### src/aims_pkg.sv
package aims_pkg;

    // ***************************************************************
    // register map
    // ***************************************************************
    localparam logic [3:0] ADDR_CTRL = 4'h0;
    localparam logic [3:0] ADDR_STATUS = 4'h4;
    localparam logic [3:0] ADDR_REMOTE = 4'h8;

    // control register fields
    localparam int CTRL_RUN = 0;
    localparam int CTRL_PRE = 1;
    localparam int CTRL_DIFF = 2;
    localparam int CTRL_RMT = 3;
    localparam int CTRL_CNT_LO = 4;
    localparam int CTRL_CNT_W = 4;
    localparam logic [31:0] CTRL_RESET = 32'h00000030;

    // status register fields
    localparam int STAT_STATE_LO = 0;
    localparam int STAT_FRAMES_LO = 8;
    localparam int FRAME_CNT_W = 16;

    // axi responses
    localparam logic [1:0] RESP_OKAY = 2'h0;
    localparam logic [1:0] RESP_SLVERR = 2'h2;

    // ***************************************************************
    // frame timing and state sequencing; tick values in slow clock cycles
    // ***************************************************************
    localparam int SLOW_CLOCK_HZ = 32768;
    localparam logic [3:0] FRAME_TICKS = 4'hD;
    localparam logic [3:0] SLOT_TICKS = 4'h3;
    localparam logic [3:0] REMOTE_TICK = 4'h7;
    localparam logic [3:0] MIN_STATES = 4'h1;
    localparam logic [3:0] SMALL_STATES = 4'h3;
    localparam logic [3:0] LARGE_STATES = 4'h4;
    localparam logic [3:0] REMOTE_SLOT = 4'h2;
    localparam logic [3:0] FIRST_STATE = 4'h1;

    // compute-engine ram layout
    localparam int RAM_ADDR_W = 4;
    localparam logic [3:0] RAM_REMOTE_ADDR = 4'h8;
    localparam int ADC_W = 22;
    localparam int ACC_W = 32;

    typedef enum logic [1:0] {
        FR_IDLE = 2'b00,
        FR_SLOT = 2'b01,
        FR_TAIL = 2'b11
    } aims_frame_e;

    typedef struct packed {
        logic [RAM_ADDR_W-1:0] addr;
        logic [ACC_W-1:0] data;
    } aims_ram_wr_s;

    typedef struct packed {
        logic preamp_enable;
        logic first_current_differential_enable;
        logic remote_sensor_enable;
        logic second_current_local_analog;
    } aims_afe_cfg_s;

endpackage

### src/aims_fir_decim.sv
`timescale 1ns/100ps
// boxcar decimator: sums converter output over one slot
module aims_fir_decim (
    // clock and control
    input wire logic ref_clk,
    input wire logic resetn,
    input wire logic clk_en,
    // converter stream
    input wire logic sample_valid,
    input wire logic [aims_pkg::ADC_W-1:0] sample_data,
    input wire logic gather,
    input wire logic dump,
    // decimated result
    output logic [aims_pkg::ACC_W-1:0] result,
    output logic result_valid
);
    import aims_pkg::*;

    logic [ACC_W-1:0] acc;
    logic [ACC_W-1:0] ext;

    // sign extend the converter word
    assign ext = {{(ACC_W-ADC_W){sample_data[ADC_W-1]}}, sample_data};

    // accumulate inside the slot, restart on dump; a stop mid-slot leaves its sum for the next run's first slot
    always_ff @(posedge ref_clk) begin
        if (!resetn) begin
            acc <= '0;
        end else if (clk_en) begin
            if (dump) begin
                acc <= '0;
            end else if (gather && sample_valid) begin
                acc <= acc + ext;
            end
        end
    end

    // result register, one cycle after the dump
    always_ff @(posedge ref_clk) begin
        if (!resetn) begin
            result <= '0;
            result_valid <= 1'b0;
        end else if (clk_en) begin
            result_valid <= dump;
            if (dump) begin
                result <= (gather && sample_valid) ? acc + ext : acc;
            end
        end
    end

endmodule

### src/aims_sequencer.sv
`timescale 1ns/100ps
//
// Contract
// each frame starts at state 1 and steps through frame_state_count states.
// a frame lasts exactly 13 slow clock cycles for three or four inputs.
// small variant sequences three inputs, large variant adds second voltage.
// preamp enable routes first current pair through the x8 preamplifier.
// first current pair selectable differential or single-ended by its bit.
// differential enable makes first current pair a differential shunt input.
// remote enable turns second current pair into a balanced digital link.
// remote enable low keeps second current pair as local analog inputs.
// first current pair never offers remote-sensor mode.
// in remote mode slot 2 is dropped; remote samples go straight to RAM.
// remote channel sampled in the frame's second half, fixed to voltage.
// multiplexed converter output is decimated and stored in engine RAM.
// slot counter runs on slow clock; one frame-start strobe per frame.
module aims_sequencer #(
    parameter bit HAS_SECOND_VOLTAGE = 1'b1
) (
    // clock, reset, enable
    input wire logic ref_clk,
    input wire logic resetn,
    input wire logic clk_en,
    // axi4-lite slave
    input wire logic [3:0] s_axi_awaddr,
    input wire logic s_axi_awvalid,
    output logic s_axi_awready,
    input wire logic [31:0] s_axi_wdata,
    input wire logic [3:0] s_axi_wstrb,
    input wire logic s_axi_wvalid,
    output logic s_axi_wready,
    output logic [1:0] s_axi_bresp,
    output logic s_axi_bvalid,
    input wire logic s_axi_bready,
    input wire logic [3:0] s_axi_araddr,
    input wire logic s_axi_arvalid,
    output logic s_axi_arready,
    output logic [31:0] s_axi_rdata,
    output logic [1:0] s_axi_rresp,
    output logic s_axi_rvalid,
    input wire logic s_axi_rready,
    // slow clock pin and converter stream
    input wire logic slow_clock_32k,
    input wire logic adc_valid,
    input wire logic [aims_pkg::ADC_W-1:0] adc_data,
    // remote sensor samples from the digital link
    input wire logic remote_valid,
    input wire logic [aims_pkg::ACC_W-1:0] remote_data,
    // analog front end control
    output aims_pkg::aims_afe_cfg_s afe_cfg,
    output logic [3:0] mux_state,
    output logic frame_start,
    // compute-engine ram write port
    output logic ram_we,
    output aims_pkg::aims_ram_wr_s ram_wr
);
    import aims_pkg::*;

    // ***************************************************************
    // functions
    // ***************************************************************

    // byte-lane merge used by the control register write
    function automatic logic [31:0] merge(input logic [31:0] old, input logic [31:0] wd,
                                          input logic [3:0] strb);
        logic [31:0] res;
        res = old;
        for (int i = 0; i < 4; i++) begin
            if (strb[i]) res[i*8 +: 8] = wd[i*8 +: 8];
        end
        return res;
    endfunction

    // clamp requested state count to what this variant can sequence
    function automatic logic [3:0] clamp_states(input logic [3:0] req);
        logic [3:0] top;
        top = HAS_SECOND_VOLTAGE ? LARGE_STATES : SMALL_STATES;
        if (req < MIN_STATES) return MIN_STATES;
        return (req > top) ? top : req;
    endfunction

    // ***************************************************************
    // registers and bus slave
    // ***************************************************************
    logic [31:0] ctrl;
    logic [31:0] remote_last;
    logic [FRAME_CNT_W-1:0] frame_cnt;
    logic aw_held;
    logic w_held;
    logic [3:0] aw_addr;
    logic [31:0] w_data;
    logic [3:0] w_strb;
    logic do_write;

    // address and data are taken in either order, then answered together
    assign do_write = aw_held && w_held && !s_axi_bvalid;

    always_ff @(posedge ref_clk) begin
        if (!resetn) begin
            aw_held <= 1'b0;
            w_held <= 1'b0;
            aw_addr <= '0;
            w_data <= '0;
            w_strb <= '0;
            s_axi_awready <= 1'b0;
            s_axi_wready <= 1'b0;
        end else if (clk_en) begin
            s_axi_awready <= !aw_held && !s_axi_awready && s_axi_awvalid;
            s_axi_wready <= !w_held && !s_axi_wready && s_axi_wvalid;
            if (s_axi_awready && s_axi_awvalid) begin
                aw_held <= 1'b1;
                aw_addr <= s_axi_awaddr;
            end else if (do_write) begin
                aw_held <= 1'b0;
            end
            if (s_axi_wready && s_axi_wvalid) begin
                w_held <= 1'b1;
                w_data <= s_axi_wdata;
                w_strb <= s_axi_wstrb;
            end else if (do_write) begin
                w_held <= 1'b0;
            end
        end
    end

    // write response and control register
    always_ff @(posedge ref_clk) begin
        if (!resetn) begin
            ctrl <= CTRL_RESET;
            s_axi_bvalid <= 1'b0;
            s_axi_bresp <= RESP_OKAY;
        end else if (clk_en) begin
            if (do_write) begin
                s_axi_bvalid <= 1'b1;
                s_axi_bresp <= (aw_addr == ADDR_CTRL) ? RESP_OKAY : RESP_SLVERR;
                if (aw_addr == ADDR_CTRL) ctrl <= merge(ctrl, w_data, w_strb);
            end else if (s_axi_bready) begin
                s_axi_bvalid <= 1'b0;
            end
        end
    end

    // ***************************************************************
    // slow clock synchroniser and frame timing
    // ***************************************************************
    logic slow_s1;
    logic slow_s2;
    logic slow_s3;
    logic tick;
    logic [3:0] tick_cnt;
    logic [3:0] active_states;
    logic [3:0] state;
    logic [3:0] slot_pos;
    aims_frame_e frame;
    logic running;
    logic slot_end;

    // slow clock is an asynchronous pin; first flop feeds only the second
    always_ff @(posedge ref_clk) begin
        if (!resetn) begin
            slow_s1 <= 1'b0;
            slow_s2 <= 1'b0;
            slow_s3 <= 1'b0;
        end else if (clk_en) begin
            slow_s1 <= slow_clock_32k;
            slow_s2 <= slow_s1;
            slow_s3 <= slow_s2;
        end
    end

    assign tick = slow_s2 && !slow_s3;
    assign running = ctrl[CTRL_RUN];
    // end of a slot: last slow cycle of an occupied slot
    assign slot_end = tick && (frame == FR_SLOT) && (slot_pos == SLOT_TICKS - 4'h1);

    // frame length 13 ticks
    // slot counter on slow clock
    always_ff @(posedge ref_clk) begin
        if (!resetn) begin
            tick_cnt <= '0;
            slot_pos <= '0;
            state <= '0;
            frame <= FR_IDLE;
            active_states <= SMALL_STATES;
            frame_start <= 1'b0;
            frame_cnt <= '0;
        end else if (clk_en) begin
            frame_start <= 1'b0;
            if (!running) begin
                frame <= FR_IDLE;
                state <= '0;
                tick_cnt <= '0;
                slot_pos <= '0;
            end else if (tick) begin
                tick_cnt <= (tick_cnt == FRAME_TICKS - 4'h1) ? 4'h0 : tick_cnt + 4'h1;
                if (tick_cnt == FRAME_TICKS - 4'h1 || frame == FR_IDLE) begin
                    // frame begins at state 1
                    // count limited per variant
                    frame <= FR_SLOT;
                    state <= FIRST_STATE;
                    slot_pos <= '0;
                    active_states <= clamp_states(ctrl[CTRL_CNT_LO +: CTRL_CNT_W]);
                    frame_start <= 1'b1;
                    frame_cnt <= frame_cnt + 1'b1;
                    tick_cnt <= '0;
                end else if (frame == FR_SLOT) begin
                    if (slot_pos == SLOT_TICKS - 4'h1) begin
                        // stop after the set number of states
                        slot_pos <= '0;
                        if (state == active_states) begin
                            frame <= FR_TAIL;
                            state <= '0;
                        end else begin
                            state <= state + 4'h1;
                        end
                    end else begin
                        slot_pos <= slot_pos + 4'h1;
                    end
                end
            end
        end
    end

    // ***************************************************************
    // front end configuration
    // ***************************************************************

    // preamp drive
    // single-ended or differential
    // differential shunt input
    // second pair to digital link
    // local analog when remote off
    // no remote mode on first pair
    always_ff @(posedge ref_clk) begin
        if (!resetn) begin
            afe_cfg <= '0;
            mux_state <= '0;
        end else if (clk_en) begin
            afe_cfg.preamp_enable <= ctrl[CTRL_PRE];
            afe_cfg.first_current_differential_enable <= ctrl[CTRL_DIFF];
            afe_cfg.remote_sensor_enable <= ctrl[CTRL_RMT];
            afe_cfg.second_current_local_analog <= !ctrl[CTRL_RMT];
            mux_state <= state;
        end
    end

    // ***************************************************************
    // decimation and ram writes
    // ***************************************************************
    logic [ACC_W-1:0] fir_result;
    logic fir_valid;
    logic [3:0] dump_slot;
    logic remote_due;
    logic [ACC_W-1:0] remote_hold;

    // decimate multiplexed samples
    aims_fir_decim u_fir (
        .ref_clk(ref_clk),
        .resetn(resetn),
        .clk_en(clk_en),
        .sample_valid(adc_valid),
        .sample_data(adc_data),
        .gather(frame == FR_SLOT),
        .dump(slot_end),
        .result(fir_result),
        .result_valid(fir_valid)
    );

    // remote sample at fixed tick in second half
    assign remote_due = tick && running && ctrl[CTRL_RMT] && (tick_cnt == REMOTE_TICK - 4'h1);

    // remember which slot is dumping; latch latest remote word
    always_ff @(posedge ref_clk) begin
        if (!resetn) begin
            dump_slot <= '0;
            remote_hold <= '0;
            remote_last <= '0;
        end else if (clk_en) begin
            if (slot_end) dump_slot <= state;
            if (remote_valid) remote_hold <= remote_data;
            // a word arriving on the due cycle wins over the held one
            if (remote_due) remote_last <= remote_valid ? remote_data : remote_hold;
        end
    end

    // slot 2 dropped, remote direct to ram
    // results stored in ram
    always_ff @(posedge ref_clk) begin
        if (!resetn) begin
            ram_we <= 1'b0;
            ram_wr <= '0;
        end else if (clk_en) begin
            ram_we <= 1'b0;
            if (remote_due) begin
                ram_we <= 1'b1;
                ram_wr.addr <= RAM_REMOTE_ADDR;
                ram_wr.data <= remote_valid ? remote_data : remote_hold;
            end else if (fir_valid && !(ctrl[CTRL_RMT] && dump_slot == REMOTE_SLOT)) begin
                ram_we <= 1'b1;
                ram_wr.addr <= dump_slot;
                ram_wr.data <= fir_result;
            end
        end
    end

    // ***************************************************************
    // read channel
    // ***************************************************************
    always_ff @(posedge ref_clk) begin
        if (!resetn) begin
            s_axi_arready <= 1'b0;
            s_axi_rvalid <= 1'b0;
            s_axi_rdata <= '0;
            s_axi_rresp <= RESP_OKAY;
        end else if (clk_en) begin
            s_axi_arready <= !s_axi_rvalid && !s_axi_arready && s_axi_arvalid;
            if (s_axi_arready && s_axi_arvalid) begin
                s_axi_rvalid <= 1'b1;
                s_axi_rresp <= RESP_OKAY;
                s_axi_rdata <= '0;
                case (s_axi_araddr)
                    ADDR_CTRL: s_axi_rdata <= ctrl;
                    ADDR_STATUS: begin
                        s_axi_rdata[STAT_STATE_LO +: 4] <= state;
                        s_axi_rdata[STAT_FRAMES_LO +: FRAME_CNT_W] <= frame_cnt;
                    end
                    ADDR_REMOTE: s_axi_rdata <= remote_last;
                    default: s_axi_rresp <= RESP_SLVERR;
                endcase
            end else if (s_axi_rready) begin
                s_axi_rvalid <= 1'b0;
            end
        end
    end
endmodule

### config.mk
export PLATFORM = sky130hd
export DESIGN_NAME = aims_sequencer
export DESIGN_NICKNAME = d
export VERILOG_FILES = /design/src/aims_pkg.sv /design/src/aims_fir_decim.sv /design/src/aims_sequencer.sv
export SDC_FILE = /design/constraint.sdc
export NUM_CORES = 1
export LEC_CHECK = 0
export ABC_AREA = 1
export BUFFER_PORTS_ARGS = -buffer_cell sky130_fd_sc_hd__buf_4
export CORE_MARGIN = 4
export CORE_UTILIZATION = 55
export DETAILED_ROUTE_END_ITERATION = 10
export PLACE_DENSITY = 0.76
export SYNTH_ARGS = -nofsm -noshare
export SYNTH_HDL_FRONTEND = slang
export SYNTH_SLANG_ARGS = --single-unit
### constraint.sdc
create_clock -name ref_clk -period 4.45 [get_ports ref_clk]
set_clock_uncertainty 0.1 [all_clocks]
set_input_delay 0.445 -clock ref_clk [delete_from_list [all_inputs] [get_ports ref_clk]]
set_output_delay 0.445 -clock ref_clk [all_outputs]
set_load 0.1 [all_outputs]
==> impl_metrics.tcl <==
set metrics [dict create \
    status "completed" \
    pin_count 196 \
    r2r_start "tick_cnt[0]$_SDFFE_PN0P_" \
    p_per_area_nw_per_um2 356 \
    yosysTopAreaCell "dfxtp_1" \
    first_pass_iters 6 \
    crit_arrival_ns 3.31 \
    syn_area_um2 16000 \
    critPathCaptureType "flop" \
    routed_wl_um 45900 \
    final_max_slew_viol_count 0 \
    synth_area_leaders "dfxtp_1 41%, nand2_1 16%, a21oi_1 7.7%, inv_1 7.3%, o21ai_0 7.1%" \
    wl_per_cell_um 16.1 \
    initial_core_util 0.557 \
    chipHeight_um 178 \
    syn_inst 2328 \
    route.detailed.drc 0 \
    cts_tree "yes" \
    hold_path_startpoint "slow_clock_32k" \
    drtIter0Drc 1268 \
    dpl.hpwl_um 33500 \
    finalWorstSetupSlack_ns 1.47 \
    numPortBuffers 193 \
    clockBufferDepth 3 \
    post-place-ws_ns 1.43 \
    worstSetupPathType "flop to flop" \
    grt_overflow 0 \
    grt_setup_unrepaired "false" \
    num_rows 62 \
    syn2layout_area_growth_pct 16.3 \
    ys_async_sr_fraction 0 \
    yosys_register_bits 329 \
    vias 15300 \
    fin_crit_sh 0.671 \
    clock-root-buffer "clkbuf_16" \
    syn_area_per_cell_um2 6.86 \
    startpoint_type "flop" \
    clock_latency_ns 0.55 \
    p_clk_frac 0.434 \
    max_stage_delay_ns 0.54 \
    internal-power_w 0.00494 \
    synth_edf_count 0 \
    cp-startpoint "tick_cnt[0]$_SDFFE_PN0P_" \
    ys_warn_count 0 \
    relSlewSlack 0.207 \
    cts_htree_levels 1 \
    hold_path.class "primary input to flop" \
    worstPathRequired_ns 4.77 \
    ir_drop_mv 0.268 \
    setup-violations-final 0 \
    fin_nets 2595 \
    vias_per_cell 5.37 \
    switching_share 0.254 \
    cp_slowest_cell "nand2_4" \
    hold_buffers 0 \
    cts_setup_buffers 0 \
    die_w_um 178 \
    fillers 2626 \
    cts_num_sinks 329 \
    drive_gt1_frac 0.132 \
    grt_max_degree 107 \
    yosysMostFrequentCell "nand2_1" \
    pwr-share-seq 0.461 \
    place.gp.congestion 0.916 \
    n_antenna_cell 0 \
    synth_cell_types 49 \
    worst_pin_slew_ns 1.19 \
    yosys.area.top_type_share 0.412 \
    ys.flop_type "dfxtp_1" \
    worstPathMaxFanout 69 \
    p_total_w 0.00662 \
    final_core_util 0.647 \
    dp.cells 2798 \
    grt_pass1_vias 13800 \
    dieArea_um2 31800 \
    seq_area_frac_synth 0.412 \
    cts_resized 0 \
    antenna_found_initial 0 \
    fin_setup_tns_ns 0 \
    synth_commonest_cells "675 x nand2_1, 329 x dfxtp_1, 310 x inv_1" \
    power.switching_w 0.00168 \
    hold_viol_final 0 \
    drv_cap 0 \
    grt_usage 0.274 \
    core_area_um2 28700 \
    numCtsBuffers 31 \
    layout.cells.non_filler 2855 \
    p_leak_nw 8.35 \
    clkTransAtPathRegs_ns 0.07 \
    power_frac_comb 0.105 \
    fmax_mhz 335 \
    fin_crit_ns 2.98 \
    grt_pass1_wl_um 71100 \
    ant_nets 0 \
    cp_cell_sequence "inv_1, ha_1, nand2_1, nor3_2, nand2_4, nor2_8, inv_4, nand2_4, inv_1, nand2_1, a21oi_1" \
]
[sequential cells by signal (all words and copies together), names as in the netlist, 16 cells and up]
name	count
ram_wr	36
ctrl	32
remote_hold	32
remote_last	32
s_axi_rdata	32
u_fir.acc	32
u_fir.result	32
w_data	32
frame_cnt	16
[metal layers]
layer / vias up / track usage / part of all wire
li1: 7714 / - / -
met1: 7064 / 0.372 / 0.44
met2: 476 / 0.464 / 0.48
met3: 67 / 0.0269 / 0.052
met4: 0 / 0.0825 / 0.029
met5: - / 0 / 0
[worst max-delay path: cells and delay by family (launching register included)]
family	cells	cell delay, ns
adders and majority gates	1	0.15
buffers and inverters	3	0.53
DFF	1	0.33
AOI/OAI and AO/OA	1	0.07
and+or+nand+nor	6	1.63
[final cells by class]
cell class,count,area (um2),share of cell area
Clock buffer,38,862,0.0464
Clock inverter,19,264,0.0142
Inverter,320,1210,0.0650
Multi-Input combinational cell,1562,7650,0.412
Sequential cell,329,6590,0.355
Tap cell,384,480,0.0259
Timing Repair Buffer,203,1520,0.0820
[cell families after synthesis]
group | synth area share
xor gates and xnor gates | 0.00822
buffers and inverters | 0.110
DFF | 0.412
and+or+nand+nor | 0.235
adders and majority gates | 0.0310
other | 0.000235
AOI/OAI and AO/OA | 0.203
[power by group through the flow]
| stage | clock (W) | sequential [W] | combinational (W) |
|---|---|---|---|
| floorplan | 0 | 0.00325 | 0.000338 |
| global placement | 0 | 0.00311 | 0.000680 |
| detailed placement | 0 | 0.00311 | 0.000690 |
| CTS | 0.00290 | 0.00305 | 0.000694 |
| global route | 0.00303 | 0.00305 | 0.000761 |
| finish | 0.00287 | 0.00305 | 0.000697 |
[final timing paths]
path | end | slack [ns] | cells past startpoint
worst max register to register | ram_wr[34]$_SDFFE_PN0P_ | 1.47 | 11
worst max-delay path | ram_wr[34]$_SDFFE_PN0P_ | 1.47 | 11
worst min-delay path | slow_s1$_SDFFE_PN0P_ | 0.03 | 3
worst min register to register | w_data[5]$_SDFFE_PN0P_ | 0.35 | 2
[stage by stage]
stage          hold slack, ns  cell area [um2]
2_1_floorplan           0.323            16000
3_3_place_gp            0.336            17500
3_5_place_dp            0.341            17500
4_1_cts                0.0236            18600
5_1_grt                0.0493            18600
6_report               0.0332            18600
[cells in the final DEF (no fill, tap or decap), drive strengths merged]
master	Yosys	final
xnor2	9	9
fa	1	1
or2	19	19
nand3b	1	1
xor2	6	6
and3	5	5
ha	38	38
nor3b	1	1
o221ai	2	2
nor2	91	91
clkbuf	74	38
o21a	17	17
buf	44	203
o21bai	11	11
nand4	7	7
a211oi	9	9
clkinvlp	0	6
a22oi	3	3
o311ai	1	1
dfxtp	329	329
nor3	12	12
nand2	682	682
inv	319	319
clkinv	1	8
o32ai	1	1
a21o	4	4
a31oi	34	34
a21oi	248	248
a31o	8	8
nor4	2	2
conb	1	2
o21ai	238	238
bufinv	0	6
o211ai	19	19
nand3	91	91
Note: power is estimated with default switching activity, not from simulation.
